File: src/shared/srcdc_consts.svh
// Timing counts, divider widths and reset values for the synthesizer control.
`ifndef SRCDC_CONSTS_SVH
`define SRCDC_CONSTS_SVH

`define SRCDC_CLK_MHZ          250
`define SRCDC_REF_SETTLE_CYC   65536
`define SRCDC_CAL_CYC          131072
`define SRCDC_RDIV_W           4
`define SRCDC_MDIV_W           14
`define SRCDC_NDIV1_W          8
`define SRCDC_NDIV2_W          10
`define SRCDC_PS_W             3
`define SRCDC_NUM_OUT          8
`define SRCDC_PSA_OUT_MASK     8'h33
`define SRCDC_PSB_OUT_MASK     8'hCC
`define SRCDC_DEF_RDIV         4'h0
`define SRCDC_DEF_MDIV         14'h0000
`define SRCDC_DEF_NDIV1        8'h00
`define SRCDC_DEF_NDIV2        10'h000
`define SRCDC_DEF_PS           3'h0
`define SRCDC_DEF_OUT_EN       8'hFF
`define SRCDC_DEF_SLEW         8'h00
`define SRCDC_DEF_DUAL         8'h00
`define SRCDC_DEF_R3           2'h0
`define SRCDC_DEF_C3           2'h0

`endif

File: src/shared/srcdc_pkg.sv
// Types shared by the synthesizer control block.
package srcdc_pkg;

  typedef enum logic [2:0] {
    SRCDC_ST_RESET,
    SRCDC_ST_SUPPLY,
    SRCDC_ST_SETTLE,
    SRCDC_ST_CAL,
    SRCDC_ST_RUN
  } srcdc_state_t;

endpackage : srcdc_pkg

File: src/design/srcdc_divider.sv
// Continuous divide-by-(setting+1) counter with a one-cycle terminal pulse.
`timescale 1ns/1ps
`default_nettype none

module srcdc_divider #(
  parameter int W = 4
) (
  input  wire logic         clk,
  input  wire logic         reset,
  input  wire logic         hold,
  input  wire logic         tick_in,
  input  wire logic [W-1:0] div_setting,
  output logic              tick_out
);

  typedef struct packed {
    logic [W-1:0] cnt;
    logic         pulse;
  } srcdc_div_st_t;

  srcdc_div_st_t st_r;
  srcdc_div_st_t st_nxt;

  always_comb begin
    st_nxt       = st_r;
    st_nxt.pulse = 1'b0;
    if (hold) begin
      st_nxt.cnt = '0;
    end else if (tick_in) begin
      // Setting of zero divides by one, all ones by two to the width.
      if (st_r.cnt >= div_setting) begin
        st_nxt.cnt   = '0;
        st_nxt.pulse = 1'b1;
      end else begin
        st_nxt.cnt = st_r.cnt + 1'b1;
      end
    end
  end

  always_ff @(posedge clk or posedge reset) begin
    if (reset) begin
      st_r <= '0;
    end else begin
      st_r <= st_nxt;
    end
  end

  assign tick_out = st_r.pulse;

endmodule : srcdc_divider

`default_nettype wire

File: src/design/srcdc_ctrl.sv
// Reset, calibration sequencing and counter chain of the clock synthesizer.
//
// Summary of operation
// - Run normally only while both power-down and restart pins are high.
// - Either pin low forces reset, held as long as a pin stays low.
// - Pin or power-up reset exit reloads defaults then starts calibration.
// - Soft reset bit high then low recalibrates keeping current settings.
// - Soft reset bit idles low; only its falling pulse triggers reset.
// - After reset, await valid supplies and expired timer, then calibrate.
// - All clock outputs held in reset during oscillator calibration.
// - Reference predivider is 4-bit, divide 1 to 16, before input mux.
// - Input divider after mux is 14-bit, 1 to 16384, feeding detector.
// - Feedback divider is 8-bit stage cascaded with 10-bit stage.
// - First prescaler clocks outputs 0,1,4,5 and feedback; second 2,3,6,7.
// - Single-ended ports drive one or two in-phase signals, slew selectable.
// - Internal third filter pole resistor and capacitor set by settings.
// - Count 64k detector reference cycles before further power-up steps.
// - Oscillator calibration lasts 128k detector reference cycles.
`timescale 1ns/1ps
`default_nettype none

`include "srcdc_consts.svh"

module srcdc_ctrl (
  input  wire logic                      clk,
  input  wire logic                      reset,
  // Device pins, active low; supply_valid is active high.
  input  wire logic                      power_down_pin_n,
  input  wire logic                      hard_restart_pin_n,
  input  wire logic                      supply_valid,
  // Reference side ticks, one cycle per input clock edge.
  input  wire logic                      pri_ref_tick,
  input  wire logic                      sec_ref_tick,
  input  wire logic                      sel_secondary,
  // Oscillator tick, one cycle per oscillator edge.
  input  wire logic                      vco_tick,
  // Configuration, captured on load strobe; soft_reset_bit is sampled every cycle.
  input  wire logic                      cfg_load,
  input  wire logic                      soft_reset_bit,
  input  wire logic [`SRCDC_RDIV_W-1:0]  cfg_rdiv,
  input  wire logic [`SRCDC_MDIV_W-1:0]  cfg_mdiv,
  input  wire logic [`SRCDC_NDIV1_W-1:0] cfg_ndiv1,
  input  wire logic [`SRCDC_NDIV2_W-1:0] cfg_ndiv2,
  input  wire logic [`SRCDC_PS_W-1:0]    cfg_psa,
  input  wire logic [`SRCDC_PS_W-1:0]    cfg_psb,
  input  wire logic [7:0]                cfg_out_en,
  input  wire logic [7:0]                cfg_fast_slew,
  input  wire logic [7:0]                cfg_dual_se,
  input  wire logic [1:0]                cfg_r3_sel,
  input  wire logic [1:0]                cfg_c3_sel,
  // Status and derived controls.
  output logic                           in_reset,
  output logic                           calibrating,
  output logic                           running,
  output logic                           pfd_ref_tick,
  output logic                           pfd_fb_tick,
  output logic                           psa_tick,
  output logic                           psb_tick,
  output logic [7:0]                     out_div_reset,
  output logic [7:0]                     out_enable,
  output logic [7:0]                     out_fast_slew,
  output logic [7:0]                     out_dual_se,
  output logic [1:0]                     lf_r3_sel,
  output logic [1:0]                     lf_c3_sel
);

  // ----------------------------------------------------------------------
  // State
  // ----------------------------------------------------------------------
  typedef struct packed {
    srcdc_pkg::srcdc_state_t       state;
    logic [17:0]                   cnt;
    logic                          soft_prev;
    logic [`SRCDC_RDIV_W-1:0]      rdiv;
    logic [`SRCDC_MDIV_W-1:0]      mdiv;
    logic [`SRCDC_NDIV1_W-1:0]     ndiv1;
    logic [`SRCDC_NDIV2_W-1:0]     ndiv2;
    logic [`SRCDC_PS_W-1:0]        psa;
    logic [`SRCDC_PS_W-1:0]        psb;
    logic [7:0]                    out_en;
    logic [7:0]                    slew;
    logic [7:0]                    dual;
    logic [1:0]                    r3;
    logic [1:0]                    c3;
  } srcdc_ctrl_st_t;

  srcdc_ctrl_st_t st_r;
  srcdc_ctrl_st_t st_nxt;

  logic pin_reset;
  logic soft_trig;
  logic hold_loop;
  logic rdiv_tick;
  logic mux_tick;
  logic n1_tick;

  assign pin_reset = ~power_down_pin_n | ~hard_restart_pin_n;
  // Trigger on the falling edge so the bit resting low never resets.
  assign soft_trig = st_r.soft_prev & ~soft_reset_bit;
  // Loop counters stay cleared until the settle timer starts.
  assign hold_loop = (st_r.state == srcdc_pkg::SRCDC_ST_RESET) |
                     (st_r.state == srcdc_pkg::SRCDC_ST_SUPPLY);

  function automatic srcdc_ctrl_st_t load_defaults(input srcdc_ctrl_st_t s);
    srcdc_ctrl_st_t d;
    d        = s;
    d.rdiv   = `SRCDC_DEF_RDIV;
    d.mdiv   = `SRCDC_DEF_MDIV;
    d.ndiv1  = `SRCDC_DEF_NDIV1;
    d.ndiv2  = `SRCDC_DEF_NDIV2;
    d.psa    = `SRCDC_DEF_PS;
    d.psb    = `SRCDC_DEF_PS;
    d.out_en = `SRCDC_DEF_OUT_EN;
    d.slew   = `SRCDC_DEF_SLEW;
    d.dual   = `SRCDC_DEF_DUAL;
    d.r3     = `SRCDC_DEF_R3;
    d.c3     = `SRCDC_DEF_C3;
    return d;
  endfunction : load_defaults

  // ----------------------------------------------------------------------
  // Sequencer
  // ----------------------------------------------------------------------
  always_comb begin
    st_nxt           = st_r;
    st_nxt.soft_prev = soft_reset_bit;
    if (cfg_load) begin
      st_nxt.rdiv   = cfg_rdiv;
      st_nxt.mdiv   = cfg_mdiv;
      st_nxt.ndiv1  = cfg_ndiv1;
      st_nxt.ndiv2  = cfg_ndiv2;
      st_nxt.psa    = cfg_psa;
      st_nxt.psb    = cfg_psb;
      st_nxt.out_en = cfg_out_en;
      st_nxt.slew   = cfg_fast_slew;
      st_nxt.dual   = cfg_dual_se;
      st_nxt.r3     = cfg_r3_sel;
      st_nxt.c3     = cfg_c3_sel;
    end
    if (pin_reset) begin
      // Defaults are reloaded for the whole time a pin is held low.
      st_nxt       = load_defaults(st_nxt);
      st_nxt.state = srcdc_pkg::SRCDC_ST_RESET;
      st_nxt.cnt   = '0;
    end else if (soft_trig) begin
      // Settings stay; only the sequence restarts.
      st_nxt.state = srcdc_pkg::SRCDC_ST_SUPPLY;
      st_nxt.cnt   = '0;
    end else begin
      case (st_r.state)
        srcdc_pkg::SRCDC_ST_RESET: begin
          st_nxt.state = srcdc_pkg::SRCDC_ST_SUPPLY;
        end
        srcdc_pkg::SRCDC_ST_SUPPLY: begin
          if (supply_valid) begin
            st_nxt.state = srcdc_pkg::SRCDC_ST_SETTLE;
          end
          st_nxt.cnt = '0;
        end
        srcdc_pkg::SRCDC_ST_SETTLE: begin
          if (!supply_valid) begin
            st_nxt.state = srcdc_pkg::SRCDC_ST_SUPPLY;
          end else if (pfd_ref_tick) begin
            if (st_r.cnt == 18'(`SRCDC_REF_SETTLE_CYC - 1)) begin
              st_nxt.state = srcdc_pkg::SRCDC_ST_CAL;
              st_nxt.cnt   = '0;
            end else begin
              st_nxt.cnt = st_r.cnt + 18'h0_0001;
            end
          end
        end
        srcdc_pkg::SRCDC_ST_CAL: begin
          if (pfd_ref_tick) begin
            if (st_r.cnt == 18'(`SRCDC_CAL_CYC - 1)) begin
              st_nxt.state = srcdc_pkg::SRCDC_ST_RUN;
              st_nxt.cnt   = '0;
            end else begin
              st_nxt.cnt = st_r.cnt + 18'h0_0001;
            end
          end
        end
        srcdc_pkg::SRCDC_ST_RUN: begin
          st_nxt.cnt = '0;
        end
        default: begin
          st_nxt.state = srcdc_pkg::SRCDC_ST_RESET;
        end
      endcase
    end
  end

  always_ff @(posedge clk or posedge reset) begin
    if (reset) begin
      st_r <= '{state: srcdc_pkg::SRCDC_ST_RESET, cnt: 18'h0_0000,
                soft_prev: 1'b0, rdiv: `SRCDC_DEF_RDIV,
                mdiv: `SRCDC_DEF_MDIV, ndiv1: `SRCDC_DEF_NDIV1,
                ndiv2: `SRCDC_DEF_NDIV2, psa: `SRCDC_DEF_PS,
                psb: `SRCDC_DEF_PS, out_en: `SRCDC_DEF_OUT_EN,
                slew: `SRCDC_DEF_SLEW, dual: `SRCDC_DEF_DUAL,
                r3: `SRCDC_DEF_R3, c3: `SRCDC_DEF_C3};
    end else begin
      st_r <= st_nxt;
    end
  end

  // ----------------------------------------------------------------------
  // Counter chain
  // ----------------------------------------------------------------------
  srcdc_divider #(.W(`SRCDC_RDIV_W)) u_rdiv (
    .clk         (clk),
    .reset       (reset),
    .hold        (hold_loop),
    .tick_in     (pri_ref_tick),
    .div_setting (st_r.rdiv),
    .tick_out    (rdiv_tick)
  );

  // The smart mux follows the predivider; the 20 percent window is the
  // system's job, so no frequency check is made here.
  assign mux_tick = sel_secondary ? sec_ref_tick : rdiv_tick;

  srcdc_divider #(.W(`SRCDC_MDIV_W)) u_mdiv (
    .clk         (clk),
    .reset       (reset),
    .hold        (hold_loop),
    .tick_in     (mux_tick),
    .div_setting (st_r.mdiv),
    .tick_out    (pfd_ref_tick)
  );

  srcdc_divider #(.W(`SRCDC_PS_W)) u_psa (
    .clk         (clk),
    .reset       (reset),
    .hold        (hold_loop),
    .tick_in     (vco_tick),
    .div_setting (st_r.psa),
    .tick_out    (psa_tick)
  );

  srcdc_divider #(.W(`SRCDC_PS_W)) u_psb (
    .clk         (clk),
    .reset       (reset),
    .hold        (hold_loop),
    .tick_in     (vco_tick),
    .div_setting (st_r.psb),
    .tick_out    (psb_tick)
  );

  // First prescaler drives the feedback chain as well.
  srcdc_divider #(.W(`SRCDC_NDIV1_W)) u_ndiv1 (
    .clk         (clk),
    .reset       (reset),
    .hold        (hold_loop),
    .tick_in     (psa_tick),
    .div_setting (st_r.ndiv1),
    .tick_out    (n1_tick)
  );

  srcdc_divider #(.W(`SRCDC_NDIV2_W)) u_ndiv2 (
    .clk         (clk),
    .reset       (reset),
    .hold        (hold_loop),
    .tick_in     (n1_tick),
    .div_setting (st_r.ndiv2),
    .tick_out    (pfd_fb_tick)
  );

  // ----------------------------------------------------------------------
  // Outputs
  // ----------------------------------------------------------------------
  assign in_reset    = (st_r.state != srcdc_pkg::SRCDC_ST_RUN);
  assign calibrating = (st_r.state == srcdc_pkg::SRCDC_ST_CAL);
  assign running     = (st_r.state == srcdc_pkg::SRCDC_ST_RUN);
  // Output dividers stay in reset through every step before run.
  assign out_div_reset = {`SRCDC_NUM_OUT{in_reset}};
  assign out_enable    = running ? st_r.out_en : 8'h00;
  assign out_fast_slew = st_r.slew;
  assign out_dual_se   = st_r.dual;
  assign lf_r3_sel     = st_r.r3;
  assign lf_c3_sel     = st_r.c3;

endmodule : srcdc_ctrl

`default_nettype wire

File: config.mk
export PLATFORM = sky130hd
export DESIGN_NAME = srcdc_ctrl
export DESIGN_NICKNAME = d
export VERILOG_FILES = /design/src/shared/srcdc_pkg.sv /design/src/design/srcdc_divider.sv /design/src/design/srcdc_ctrl.sv
export VERILOG_INCLUDE_DIRS = /design/src /design/src/shared
export SDC_FILE = /design/constraint.sdc
export NUM_CORES = 1
export LEC_CHECK = 0
export BUFFER_PORTS_ARGS = -buffer_cell sky130_fd_sc_hd__buf_2
export CORE_MARGIN = 4
export CORE_UTILIZATION = 62
export CTS_BUF_LIST = sky130_fd_sc_hd__clkbuf_16
export DETAILED_ROUTE_END_ITERATION = 10
export GPL_TIMING_DRIVEN = 0
export PLACE_DENSITY = 0.86
export SKIP_CTS_REPAIR_TIMING = 1
export SYNTH_ARGS = -nofsm -noshare
export SYNTH_HDL_FRONTEND = slang
export SYNTH_HIERARCHICAL = 1
export SYNTH_SLANG_ARGS = --single-unit
File: constraint.sdc
create_clock -name clk -period 7 [get_ports clk]
set_input_delay 1.05 -clock clk [delete_from_list [all_inputs] [get_ports clk]]
set_output_delay 1.05 -clock clk [all_outputs]
set_load 0.03 [all_outputs]
==> impl_metrics.py <==
metrics = {
    "flow_run": {
        "cap_viol_max_count": 0,
    },
    "die": {
        "die_h_um": 123.2,
        "die_x_um": 123.2,
        "core_area_um2": 12820,
        "io_pins": 124,
        "fp-row-count": 41,
        "start_util_pct": 64.18,
        "die-area_um2": 15180,
    },
    "setup_path": {
        "critPathMaxFanout": 13,
        "max_stage_delay_ps": 370,
        "crit_path_top_delay_cell": "dfrtp_1",
        "path_class": "reg -> out",
        "cp_common_cell": "buf_2",
        "arrival_ps": 2100,
        "start_kind": "flop",
        "crit_chain": "buf_6, or3b_1, buf_2, inv_1, and2_1, buf_2",
        "endpoint_kind": "output port",
        "worstPathRequired_ps": 5950,
    },
    "synth": {
        "synth_commonest_cells": "dfrtp_1, nor2_1, mux2i_1",
        "yosysMostFrequentCell": "dfrtp_1",
        "synth-main-ff-cell": "dfrtp_1",
        "syn_area_um2": 8230,
        "synth_top_family_by_area": "simple AND/OR/NAND/NOR gates",
        "syn_inst": 824,
        "synth_compound_area_share_pct": 13.55,
        "synth_xor_area_share_pct": 0.9577,
        "synth_seq_cells": 140,
        "synth_cell_types": 85,
        "avgSynthCellArea_um2": 9.988,
        "synth_edf_count": 0,
        "ys_warn_count": 6,
        "synthArstFlopShare_pct": 100.0,
        "synth_area_leaders": "dfrtp_1, mux2i_1, ha_1, nor2_1, inv_1",
        "synth_fa_ha_area_share_pct": 7.571,
        "synth_mux_area_share_pct": 9.137,
        "synth-simple-area-share_pct": 18.79,
        "yosys.area.top_type_share_pct": 40.13,
        "seq_area_frac_synth_pct": 42.69,
        "yosysTopAreaCell": "dfrtp_1",
        "synth_nets": 954,
    },
    "global_routing": {
        "grtUsageMet3_pct": 6.587,
        "track_usage_pct": 25.80,
        "top_usage_layer": "met2",
        "met2_usage_pct": 43.83,
        "grt_pass1_wl_um": 30970,
        "globalRouteMet1Util_pct": 32.41,
        "grt_overflow": 0,
        "grt_pass1_vias": 6646,
        "antenna_found_initial": 1,
        "grt_max_degree": 67,
    },
    "detailed_routing": {
        "drtAntennaViolNets": 0,
        "wl_um": 18690,
        "wl_per_cell_um": 16.24,
        "first_pass_iters": 6,
        "first_iter_violations": 665,
        "route.detailed.drc": 0,
        "vias": 6649,
        "drt-vias-per-instance": 5.777,
    },
    "layout": {
        "drive_gt1_share_pct": 24.62,
        "area_growth_pct": 17.91,
        "nNetsFinal": 1096,
        "regArea_um2": 3513,
        "final_area_um2": 9704,
        "instances_no_fill": 1151,
        "n_antenna_cell": 0,
        "n_fill_cell": 903,
        "multiInputGateArea_um2": 4118,
    },
    "sta": {
        "finalCritPeriodShare_pct": 45.03,
        "rsz0062_at_grt": "false",
        "setup_viol": 0,
        "hold_viol_final": 0,
        "finalCriticalPeriod_ps": 3152,
        "fmaxAchievable_mhz": 317.3,
        "setup_tns_ps": 0,
        "max_slew_margin_pct": 36.83,
        "skew_ps": 5.908,
        "slew_violations": 0,
        "worst_slew_pin_slew_ps": 947.5,
    },
    "power": {
        "power.leakage_uw": 0.004742,
        "powerDensity_nw_per_um2": 198.8,
        "max-vdd-ir-drop_uv": 192.5,
        "finalPower_uw": 1929,
    },
    "clocking": {
        "numCtsBuffers": 17,
        "cts_sinks": 140,
        "cts.clk_slew.worst_paths_ps": 60,
        "clockRootBuffer": "clkbuf_16",
        "clk_latency_ps": 420,
        "htreeDepth": 4,
        "cts_tree": "built",
        "cts_buffer_depth": 2,
    },
    "placement": {
        "place_inst": 1119,
        "gp_congestion": 0.8467,
        "portBuffers": 121,
        "place_area_um2": 9099,
        "hpwl_um": 13400,
    },
    "min_path": {
        "hp-class": "reg -> reg",
    },
    "status": {
        "status": "completed",
    },
}
cells in the final DEF (no fill, tap or decap), types with 13 or more instances in the layout:
master     Yosys  layout
dfrtp_1      132     132
buf_2          4     125
nor2_1        86      85
mux2i_1       74      74
inv_1         64      64
ha_1          49      49
nand2_1       45      45
nand3_1       31      31
a21oi_1       30      30
buf_4         30      30
o21ai_0       23      23
clkbuf_1      19      19
clkbuf_16      0      17
o2111ai_1     15      15
nand2b_1      14      14
and3_1        13      13
and2_1        13      13
final timing paths:
path	from	to	slack [ps]	cells past startpoint
max	st_r[89]$_DFFE_PP0P_	out_enable[0]	3850	6
min	lf_r3_sel[1]$_DFFE_PP0P_	lf_r3_sel[1]$_DFFE_PP0P_	520	2
max reg2reg	st_r[90]$_DFFE_PP0P_	u_ndiv2/st_r[6]$_DFFE_PP0P_	4310	10
min reg2reg	lf_r3_sel[1]$_DFFE_PP0P_	lf_r3_sel[1]$_DFFE_PP0P_	520	2
max in group asynchronous	reset	st_r[23]$_DFFE_PP1P_	5630	3
min in group asynchronous	reset	u_psb/tick_out$_DFF_PP0_	610	2
critical path, delay by kind of cell, from the launching register on:
family	cells	cell delay [ps]
buffers and inverters	4	790
and+or+nand+nor	2	530
DFF	1	370
cells by family (layout without fill, tap and decap cells):
| logic type | count (synthesis) | count (layout) |
|---|---|---|
| xor gates and xnor gates | 9 | 9 |
| and+or+nand+nor | 283 | 283 |
| DFF | 140 | 140 |
| adders and majority gates | 50 | 50 |
| AOI/OAI and AO/OA | 144 | 144 |
| buffers and inverters | 123 | 278 |
| muxes | 75 | 75 |
metrics by stage:
step	utilization (%)	hold WS [ps]	setup slack (ps)
after global placement	70.58	497.6	2323
after CTS	75.67	525.3	3827
after floorplan	-	476.1	3571
after detailed placement	70.95	509.2	4285
final	75.67	518.2	3848
after global routing	75.67	537.7	3738
power breakdown:
| group | internal, µW | leakage [µW] | switching (µW) |
|---|---|---|---|
| Combinational | 68.0 | 0.00254 | 103 |
| Sequential | 825 | 0.00191 | 8.05 |
| Clock | 588 | 0.000298 | 338 |
| Total | 1480 | 0.00474 | 448 |
metal layers:
layer / part of all wire [%] / wire length [µm]
met3: 5.8 / 1080
met2: 51 / 9498
met1: 42 / 7841
met4: 1.4 / 260
met5: 0.037 / 7
area by class of cell:
class | instances | area share (%)
timing repair buffer | 123 | 6.679
tap | 172 | 2.218
sequential | 140 | 36.20
clock buffer | 17 | 4.384
inverter | 64 | 2.501
clock inverter | 15 | 1.857
buffer | 59 | 3.726
multi-input combinational | 561 | 42.43
sequential cells by signal, summed over array words and instances, names as in the netlist:
register and count:
st_r 72, u_mdiv/st_r 14, u_ndiv2/st_r 10, out_dual_se 8, out_fast_slew 8, u_ndiv1/st_r 8
u_rdiv/st_r 4, u_psa/st_r 3, u_psb/st_r 3, lf_c3_sel 2, lf_r3_sel 2, u_mdiv/tick_out 1
u_ndiv1/tick_out 1, u_ndiv2/tick_out 1, u_psa/tick_out 1, u_psb/tick_out 1, u_rdiv/tick_out 1
Note: power is estimated with default switching activity, not from simulation.
